[config.mk]
export PLATFORM = sky130hd
export DESIGN_NAME = usart_baud_ctrl
export DESIGN_NICKNAME = d
export VERILOG_FILES = /design/src/usart_baud_pkg.sv /design/src/usart_baud_ctrl.sv
export SDC_FILE = /design/constraint.sdc
export NUM_CORES = 1
export LEC_CHECK = 0
export BUFFER_PORTS_ARGS = -buffer_cell sky130_fd_sc_hd__buf_2
export CAP_MARGIN = 20
export CORE_MARGIN = 8
export CORE_UTILIZATION = 40
export CTS_BUF_LIST = sky130_fd_sc_hd__clkbuf_2 sky130_fd_sc_hd__clkbuf_4 sky130_fd_sc_hd__clkbuf_8
export CTS_CLUSTER_DIAMETER = 80
export DETAILED_ROUTE_END_ITERATION = 16
export SETUP_SLACK_MARGIN = 0.1
export SYNTH_ARGS = -nofsm -noshare
export SYNTH_HDL_FRONTEND = slang
export SYNTH_SLANG_ARGS = --single-unit
[constraint.sdc]
create_clock -name mclk -period 8.4 [get_ports mclk]
set_input_delay 0.42 -clock mclk [delete_from_list [all_inputs] [get_ports mclk]]
set_output_delay 0.42 -clock mclk [all_outputs]
set_load 0.02 [all_outputs]
[src/usart_baud_pkg.sv]
/*
 Shared constants and carriers for the baud rate generator
 and the receiver/transmitter enable control.
 Assumes one 20 MHz master clock and a synchronous reset.
*/
package usart_baud_pkg;
    // Clock source select codes
    localparam logic [1:0] SRC_MCK = 2'h0;
    localparam logic [1:0] SRC_DIV = 2'h1;
    localparam logic [1:0] SRC_EXT = 2'h3;
    // Fixed prescaler of the divided source
    localparam logic [2:0] PRESC_LAST = 3'h7;
    // Oversampling counts, last index
    localparam logic [3:0] OVS16_LAST = 4'hf;
    localparam logic [3:0] OVS8_LAST = 4'h7;
    // Card ratio reset value, 372
    localparam logic [10:0] RATIO_RST = 11'h174;
    // Bit times per character in the transmit sequencer
    localparam logic [3:0] CHAR_BITS = 4'ha;
    localparam int FIFO_DEPTH = 8;
    localparam int WORD_W = 9;

    typedef enum logic [1:0] {
        OP_ASYNC,
        OP_SYNC,
        OP_SPI,
        OP_CARD
    } op_mode_e;

    typedef struct packed {
        op_mode_e mode;
        logic normal;
        logic over8;
        logic [1:0] clock_source_select;
        logic serial_clock_drive_out;
        logic [15:0] clock_divisor;
        logic [2:0] fractional_eighths;
    } baud_cfg_s;

    typedef struct packed {
        logic receiver_enable_cmd;
        logic receiver_disable_cmd;
        logic receiver_reset_cmd;
        logic transmitter_enable_cmd;
        logic transmitter_disable_cmd;
        logic transmitter_reset_cmd;
    } ctrl_cmd_s;

    typedef struct packed {
        logic rx_enabled;
        logic tx_enabled;
        logic tx_ready;
        logic tx_empty;
    } ctrl_status_s;
endpackage

[src/usart_baud_ctrl.sv]
/*
 Holding FIFO for transmit words and the baud generator with
 receiver/transmitter enable control.
 Assumes all inputs synchronous to mclk; the receiver framing
 logic reports its own busy level on rx_char_busy.
*/
`timescale 1ns/1ps

module hold_fifo #(
    parameter int WIDTH = 9,
    parameter int DEPTH = 8
) (
    // Clock and reset
    input wire logic mclk,
    input wire logic reset,
    input wire logic flush,
    // Fill side
    input wire logic in_valid,
    output logic in_ready,
    input wire logic [WIDTH-1:0] in_data,
    // Drain side
    output logic out_valid,
    input wire logic out_ready,
    output logic [WIDTH-1:0] out_data
);
    localparam int AW = $clog2(DEPTH);
    logic [WIDTH-1:0] mem_q [DEPTH];
    logic [AW-1:0] wr_q, wr_d, rd_q, rd_d;
    logic [AW:0] cnt_q, cnt_d;
    logic push, pop;

    assign in_ready = (cnt_q != (AW+1)'(DEPTH));
    assign out_valid = (cnt_q != '0);
    assign out_data = mem_q[rd_q];
    assign push = in_valid && in_ready;
    assign pop = out_valid && out_ready;

    always_comb begin
        wr_d = push ? AW'(wr_q + 1'b1) : wr_q;
        rd_d = pop ? AW'(rd_q + 1'b1) : rd_q;
        cnt_d = cnt_q + (AW+1)'(push) - (AW+1)'(pop);
        if (flush) begin
            wr_d = '0;
            rd_d = '0;
            cnt_d = '0;
        end
    end

    always_ff @(posedge mclk) begin
        if (reset) begin
            wr_q <= '0;
            rd_q <= '0;
            cnt_q <= '0;
        end else begin
            wr_q <= wr_d;
            rd_q <= rd_d;
            cnt_q <= cnt_d;
        end
        if (push) begin
            mem_q[wr_q] <= in_data;
        end
    end
endmodule // hold_fifo

module usart_baud_ctrl (
    // Clock and reset
    input wire logic mclk,
    input wire logic reset,
    // Configuration and commands
    input wire usart_baud_pkg::baud_cfg_s cfg,
    input wire usart_baud_pkg::ctrl_cmd_s cmd,
    input wire logic ratio_wr,
    input wire logic [10:0] ratio_wdata,
    // Receiver framing status
    input wire logic rx_char_busy,
    // Transmit words
    input wire logic tx_valid,
    output logic tx_ready_in,
    input wire logic [8:0] tx_data,
    output logic tx_start,
    output logic [8:0] tx_word,
    // Serial clock pin
    input wire logic sck_in,
    output logic sck_out,
    output logic sck_oe,
    // Clock enables and status
    output logic sample_tick,
    output logic bit_tick,
    output logic etu_tick,
    output logic [10:0] card_ratio,
    output usart_baud_pkg::ctrl_status_s status
);
    logic [2:0] pre_q, pre_d;
    logic sck_prev_q, src_tick, ext_sel;
    logic [15:0] div_q, div_d, period;
    logic [2:0] acc_q, acc_d;
    logic ext_q, ext_d, div_tick, frac_on;
    logic [3:0] ovs_q, ovs_d;
    logic [10:0] etu_q, etu_d, ratio_q, ratio_d;
    logic sck_q, sck_d;
    logic rx_en_q, rx_en_d, rx_off_q, rx_off_d;
    logic tx_en_q, tx_en_d, tx_off_q, tx_off_d;
    logic tx_busy_q, tx_busy_d, start_q, start_d;
    logic [3:0] tx_bits_q, tx_bits_d;
    logic [8:0] word_q, word_d;
    logic f_valid, f_pop, flush;
    logic tx_ready_in_raw, sck_late_q, odd_trim;
    logic [8:0] f_data;

    function automatic logic [16:0] add_eighth(
        input logic [2:0] acc, input logic [2:0] fp);
        logic [3:0] s;
        s = {1'b0, acc} + {1'b0, fp};
        return {13'h0, s};
    endfunction

    // Source selection and prescaler
    assign ext_sel = (cfg.clock_source_select == usart_baud_pkg::SRC_EXT);
    always_comb begin
        pre_d = pre_q + 3'h1;
        unique case (cfg.clock_source_select)
            usart_baud_pkg::SRC_MCK: src_tick = 1'b1;
            usart_baud_pkg::SRC_DIV: src_tick = (pre_q == usart_baud_pkg::PRESC_LAST);
            usart_baud_pkg::SRC_EXT: src_tick = sck_in && !sck_prev_q;
            default: src_tick = 1'b0;
        endcase
    end

    // Integer divider with eighth-step extension
    assign frac_on = (cfg.mode == usart_baud_pkg::OP_ASYNC) && cfg.normal
                     && (cfg.fractional_eighths != 3'h0);
    always_comb begin
        logic [16:0] s;
        s = add_eighth(acc_q, cfg.fractional_eighths);
        div_d = div_q;
        acc_d = acc_q;
        ext_d = ext_q;
        div_tick = 1'b0;
        period = cfg.clock_divisor - 16'h1;
        if (cfg.clock_divisor == 16'h0) begin
            div_d = '0;
        end else if (cfg.clock_divisor == 16'h1 && !frac_on) begin
            div_tick = src_tick;
        end else if (src_tick) begin
            if (div_q >= period + 16'(ext_q)) begin
                div_tick = 1'b1;
                div_d = '0;
                acc_d = frac_on ? s[2:0] : 3'h0;
                ext_d = frac_on && s[3];
            end else begin
                div_d = div_q + 16'h1;
            end
        end
    end

    // Oversampling stage and bit clock choice
    always_comb begin
        ovs_d = ovs_q;
        sample_tick = 1'b0;
        bit_tick = 1'b0;
        if (cfg.mode == usart_baud_pkg::OP_ASYNC) begin
            sample_tick = div_tick;
            if (div_tick) begin
                if (ovs_q >= (cfg.over8 ? usart_baud_pkg::OVS8_LAST
                                        : usart_baud_pkg::OVS16_LAST)) begin
                    ovs_d = '0;
                    bit_tick = 1'b1;
                end else begin
                    ovs_d = ovs_q + 4'h1;
                end
            end
        end else if (cfg.mode == usart_baud_pkg::OP_CARD) begin
            sample_tick = div_tick;
            bit_tick = etu_tick;
        end else if (ext_sel) begin
            bit_tick = src_tick;
        end else begin
            bit_tick = div_tick;
        end
    end

    // Card sampling divider and ratio register
    always_comb begin
        ratio_d = ratio_wr ? ratio_wdata : ratio_q;
        etu_d = etu_q;
        etu_tick = 1'b0;
        if (cfg.mode == usart_baud_pkg::OP_CARD && div_tick && ratio_q != 11'h0) begin
            if (etu_q >= ratio_q - 11'h1) begin
                etu_d = '0;
                etu_tick = 1'b1;
            end else begin
                etu_d = etu_q + 11'h1;
            end
        end
    end

    // Serial clock pin: toggle at period end and at half period
    always_comb begin
        sck_d = sck_q;
        if (cfg.clock_divisor == 16'h0 || ext_sel) begin
            sck_d = 1'b0;
        end else if (src_tick && (div_q == (period >> 1) || div_tick)) begin
            sck_d = !sck_q;
        end
    end
    assign sck_oe = cfg.serial_clock_drive_out && !ext_sel
                    && cfg.mode != usart_baud_pkg::OP_ASYNC;
    // Odd divisor on the master clock: a falling-edge copy
    // stretches the short high phase by half a cycle
    always_ff @(negedge mclk) begin
        sck_late_q <= sck_q;
    end
    assign odd_trim = (cfg.clock_source_select == usart_baud_pkg::SRC_MCK)
                      && cfg.clock_divisor[0] && (cfg.clock_divisor != 16'h1);
    assign sck_out = odd_trim ? (sck_q || sck_late_q) : sck_q;

    // Receiver and transmitter enable control
    assign flush = cmd.transmitter_reset_cmd;
    assign f_pop = tx_en_q && !tx_busy_q && f_valid && !flush;
    always_comb begin
        rx_en_d = rx_en_q;
        rx_off_d = rx_off_q;
        tx_en_d = tx_en_q;
        tx_off_d = tx_off_q;
        tx_busy_d = tx_busy_q;
        tx_bits_d = tx_bits_q;
        word_d = word_q;
        start_d = 1'b0;
        if (cmd.receiver_enable_cmd) begin
            rx_en_d = 1'b1;
            rx_off_d = 1'b0;
        end
        if (cmd.receiver_disable_cmd && rx_en_q) begin
            rx_off_d = 1'b1;
        end
        if (rx_off_q && !rx_char_busy) begin
            rx_en_d = 1'b0;
            rx_off_d = 1'b0;
        end
        if (cmd.receiver_reset_cmd) begin
            rx_en_d = 1'b0;
            rx_off_d = 1'b0;
        end
        if (cmd.transmitter_enable_cmd) begin
            tx_en_d = 1'b1;
            tx_off_d = 1'b0;
        end
        if (cmd.transmitter_disable_cmd && tx_en_q) begin
            tx_off_d = 1'b1;
        end
        if (tx_busy_q && bit_tick) begin
            if (tx_bits_q == usart_baud_pkg::CHAR_BITS - 4'h1) begin
                tx_busy_d = 1'b0;
            end else begin
                tx_bits_d = tx_bits_q + 4'h1;
            end
        end
        if (f_pop) begin
            tx_busy_d = 1'b1;
            tx_bits_d = '0;
            word_d = f_data;
            start_d = 1'b1;
        end
        if (tx_off_q && !tx_busy_q && !f_valid) begin
            tx_en_d = 1'b0;
            tx_off_d = 1'b0;
        end
        if (cmd.transmitter_reset_cmd) begin
            tx_en_d = 1'b0;
            tx_off_d = 1'b0;
            tx_busy_d = 1'b0;
            start_d = 1'b0;
        end
    end

    always_ff @(posedge mclk) begin
        if (reset) begin
            pre_q <= '0;
            sck_prev_q <= 1'b0;
            div_q <= '0;
            acc_q <= '0;
            ext_q <= 1'b0;
            ovs_q <= '0;
            etu_q <= '0;
            ratio_q <= usart_baud_pkg::RATIO_RST;
            sck_q <= 1'b0;
            rx_en_q <= 1'b0;
            rx_off_q <= 1'b0;
            tx_en_q <= 1'b0;
            tx_off_q <= 1'b0;
            tx_busy_q <= 1'b0;
            tx_bits_q <= '0;
            word_q <= '0;
            start_q <= 1'b0;
        end else begin
            pre_q <= pre_d;
            sck_prev_q <= sck_in;
            div_q <= div_d;
            acc_q <= acc_d;
            ext_q <= ext_d;
            ovs_q <= ovs_d;
            etu_q <= etu_d;
            ratio_q <= ratio_d;
            sck_q <= sck_d;
            rx_en_q <= rx_en_d;
            rx_off_q <= rx_off_d;
            tx_en_q <= tx_en_d;
            tx_off_q <= tx_off_d;
            tx_busy_q <= tx_busy_d;
            tx_bits_q <= tx_bits_d;
            word_q <= word_d;
            start_q <= start_d;
        end
    end

    // Holding stage stalls the source while disabled or draining
    hold_fifo #(.WIDTH(usart_baud_pkg::WORD_W), .DEPTH(usart_baud_pkg::FIFO_DEPTH)) u_hold (
        .mclk(mclk),
        .reset(reset),
        .flush(flush),
        .in_valid(tx_valid && tx_en_q && !tx_off_q),
        .in_ready(tx_ready_in_raw),
        .in_data(tx_data),
        .out_valid(f_valid),
        .out_ready(f_pop),
        .out_data(f_data)
    );
    assign tx_ready_in = tx_ready_in_raw && tx_en_q && !tx_off_q;
    assign tx_start = start_q;
    assign tx_word = word_q;
    assign card_ratio = ratio_q;
    assign status = '{rx_enabled: rx_en_q, tx_enabled: tx_en_q,
                      tx_ready: tx_ready_in, tx_empty: tx_en_q && !tx_busy_q && !f_valid};

    property p_zero_div;
        @(posedge mclk) disable iff (reset)
        (cfg.clock_divisor == 16'h0 && !ext_sel) |-> !div_tick;
    endproperty
    a_zero_div: assert property (p_zero_div) else $error("tick with zero divisor");

    property p_bypass;
        @(posedge mclk) disable iff (reset)
        (cfg.clock_divisor == 16'h1 && !frac_on && cfg.clock_source_select == usart_baud_pkg::SRC_MCK)
        |-> div_tick;
    endproperty
    a_bypass: assert property (p_bypass) else $error("bypass missed a tick");

    property p_ovs8;
        @(posedge mclk) disable iff (reset)
        (bit_tick && cfg.mode == usart_baud_pkg::OP_ASYNC && cfg.over8 && $stable(cfg))
        |-> ovs_q == usart_baud_pkg::OVS8_LAST;
    endproperty
    a_ovs8: assert property (p_ovs8) else $error("bit clock not eighth sample");

    property p_ovs16;
        @(posedge mclk) disable iff (reset)
        (bit_tick && cfg.mode == usart_baud_pkg::OP_ASYNC && !cfg.over8)
        |-> ovs_q == usart_baud_pkg::OVS16_LAST;
    endproperty
    a_ovs16: assert property (p_ovs16) else $error("bit clock not sixteenth sample");

    property p_ext_direct;
        @(posedge mclk) disable iff (reset)
        (cfg.mode == usart_baud_pkg::OP_SYNC && ext_sel && sck_in && !sck_prev_q) |-> bit_tick;
    endproperty
    a_ext_direct: assert property (p_ext_direct) else $error("pin clock not passed");

    property p_no_frac;
        @(posedge mclk) disable iff (reset)
        (div_tick && (!cfg.normal || cfg.mode != usart_baud_pkg::OP_ASYNC)) |=> !ext_q;
    endproperty
    a_no_frac: assert property (p_no_frac) else $error("fraction outside normal mode");

    property p_rx_drain;
        @(posedge mclk) disable iff (reset)
        (rx_off_q && rx_char_busy && !cmd.receiver_reset_cmd && !cmd.receiver_enable_cmd)
        |=> rx_en_q;
    endproperty
    a_rx_drain: assert property (p_rx_drain) else $error("receiver stopped mid character");

    property p_tx_drain;
        @(posedge mclk) disable iff (reset)
        (tx_en_q && !tx_en_d && !cmd.transmitter_reset_cmd) |-> !tx_busy_q && !f_valid;
    endproperty
    a_tx_drain: assert property (p_tx_drain) else $error("transmitter stopped with work");

    property p_reset_cmd;
        @(posedge mclk) disable iff (reset)
        (cmd.transmitter_reset_cmd && !ratio_wr)
        |=> !tx_en_q && !tx_busy_q && !f_valid && $stable(ratio_q);
    endproperty
    a_reset_cmd: assert property (p_reset_cmd) else $error("reset command incomplete");
endmodule // usart_baud_ctrl

==> reports/metrics.csv <==
metric,value,unit
status,"finished, final reports clean",
total CTS buffers,17,
reg2reg end,sck_late_q,
slowest stage cell on the critical path,dfxtp_1,
antenna cells,0,
P per Cell Area,158,nW/um2
IO buf count,88,
"commonest non-fill, non-tap cell in the layout",buf_2,
number of flops mapped to enable cells by yosys,72,
Synth Register Bits,153,
worst-case reg-to-reg path depth,0,
proportion of layout cells with a drive suffix above 1,0.187,
vias in the first global route,5856,
DRT Pass-1 Iters,4,
Crit Path Class,reg2out,
total power,1480,uW
post-CTS sizing,0,
beginning of the critical path,sck_late_q,
Layout Nets,978,
Worst Hold Margin,165,ps
Post-synth ARST share,0,
CTS Hold Bufs,0,
register area,3780,um2
TritonCTS Sinks,153,
area occupied by multi-input gates,4210,um2
Critical Path Source Type,flop,
Avg WL per Cell,15.6,um
Synth cell types,70,
r2r setup slk,3720,ps
DIE WIDTH,160,um
worst-case clock buffer depth,2,
Hold WC Path Type,in2reg,
initial antenna violation count,1,
Worst setup endpoint,sck_out,
CP Capture Type,primary output,
Worst Path Arrival,5300,ps
main flop type after synthesis,dfxtp_1,
"Warnings, synthesis",0,
first-pass GRT wire length,29600,um
post-synthesis sequential area ratio,0.457,
leakage power,0.00352,uW
"non-filler cells, final",1149,
DP Wirelength,13200,um
vias per cell,5.11,
critical hold path startpoint,ratio_wdata[8],
area of the mapped netlist,8270,um2
DRT iter0 DRCs,254,
"slowest stage delay, CP",290,ps
CTS tree,built,
DR DRC count,0,
Final setup viols,0,
final slew viol count,0,
clk_lat worst skew,460,ps
"Hold Vio Cnt, Final",0,
vias after detailed routing,5874,
syn avg cell area,10.6,um2
post-CTS setup buffers,0,
clk_skew,16.7,ps
Initial Util,0.409,
Max-slew headroom,0.315,
Synth Instances,781,
row count,52,
RSZ-0062 raised after global routing,no,
H-Tree Depth,4,
Clock transition at path regs,110,ps
routability congestion estimate,0.796,
Total Routing Usage GR,0.143,
Reg-to-Reg Start,sck_q,
Area Growth Syn to Fin,13.4,%
Required @ worst endpoint,7980,ps
most frequent cells in the layout,"buf_2 (88), dfxtp_1 (81), nor2_1 (76)",
Die Y,160,um
setup TNS,0,ps
"critical path fanouts, max",1,
Syn Nets,893,
Core Region,20200,um2
crit-path cells,a41o_1 > buf_2,
grt total ovfl,0,
Die Area,25500,um2
total wire length,17900,um
Clk Tree Root Cell,clkbuf_8,
largest net degree at the start of global routing,33,
Final ANT Viol Nets,0,
number of fill cells,1890,
peak supply drop,0.0932,mV
max-cap check violation count,0,
Worst-Margin Slew,1020,ps
Placed Cells incl. Taps,1114,
Top Ports,89,
==> state kept, by name, summed over array words and instances, names as in the netlist, 4 cells and up <==
| register | count |
|---|---|
| ovs_q | 4 |
| u_hold.cnt_q | 4 |
| card_ratio | 11 |
| u_hold.mem_q | 72 |
| div_q | 16 |
| tx_word | 9 |
| etu_q | 11 |
| tx_bits_q | 4 |
==> per-layer routing <==
metal	track usage	vias to the layer above	wire length (um)
met2	0.241	92	8610
met3	0.0311	21	628
li1	-	2998	-
met4	0.0493	2	307
met5	0	-	12
met1	0.177	2761	8320
==> kinds of logic after synthesis <==
| family | share of synthesized area |
|---|---|
| mux | 0.0720 |
| compound gates | 0.0902 |
| buf+inv | 0.0345 |
| flops | 0.457 |
| xor+xnor | 0.0834 |
| fa+ha+maj | 0.0835 |
| simple gates | 0.179 |
==> stage by stage <==
step           setup WS (ps)  utilization  cell area (um2)
2_1_floorplan           3230            -             8270
3_3_place_gp            3160        0.442             8940
3_5_place_dp            3150        0.442             8940
4_1_cts                 2650        0.463             9360
5_1_grt                 2610        0.464             9380
6_report                2680        0.464             9380
==> critical path: cells and delay by family (launching register included) <==
family	cells	cell delay, ps
DFF	1	290
buffers and inverters	1	160
AOI/OAI and AO/OA	1	200
==> synth_stat cells (3+ instances only) <==
master | instances | area, um2
a211o_1 | 6 | 52.6
a211oi_1 | 5 | 37.5
a21o_1 | 7 | 52.6
a21oi_1 | 39 | 195
and2_1 | 5 | 31.3
and3_1 | 7 | 43.8
and4_1 | 6 | 52.6
buf_2 | 6 | 30.0
buf_4 | 3 | 22.5
clkbuf_1 | 16 | 60.1
dfxtp_1 | 81 | 1620
edfxtp_1 | 72 | 2160
ha_1 | 52 | 651
inv_1 | 41 | 154
mux2i_1 | 19 | 190
mux4_2 | 18 | 405
nand2_1 | 55 | 206
nand2b_1 | 10 | 62.6
nand3_1 | 20 | 100
nand4_1 | 11 | 68.8
nor2_1 | 76 | 285
nor2b_1 | 16 | 100
nor3_1 | 15 | 75.1
nor3b_1 | 6 | 45.0
nor4_1 | 7 | 43.8
o21a_1 | 3 | 22.5
o21ai_0 | 25 | 125
o21ai_1 | 6 | 30.0
o22ai_1 | 3 | 18.8
or2_2 | 4 | 25.0
or3_1 | 19 | 119
or4_1 | 4 | 30.0
xnor2_1 | 44 | 385
xnor3_1 | 3 | 67.6
xor2_1 | 27 | 236
==> where the power goes <==
group / switching, uW / internal [uW] / total [uW]
Clock: 337 / 234 / 571
Combinational: 70.5 / 49.3 / 120
Sequential: 7.70 / 786 / 794
==> worst min-delay path by stage <==
| stage | slack [ps] | to | cells after the start |
|---|---|---|---|
| floorplan | 400 | pre_q[0] | 1 |
| finish | 160 | card_ratio[8] | 2 |
| global placement | 410 | pre_q[0] | 1 |
| global route | 140 | rx_en_q | 2 |
| CTS | 140 | card_ratio[8] | 2 |
| detailed placement | 420 | pre_q[0] | 1 |
==> cell type report <==
type | instances | share of cell area
Multi-Input combinational cell | 559 | 0.448
Sequential cell | 153 | 0.403
Timing Repair Buffer | 94 | 0.0517
Tap cell | 270 | 0.0360
Clock buffer | 17 | 0.0249
Clock inverter | 16 | 0.0197
Inverter | 40 | 0.0160
Power figures use the tool's default switching activity.
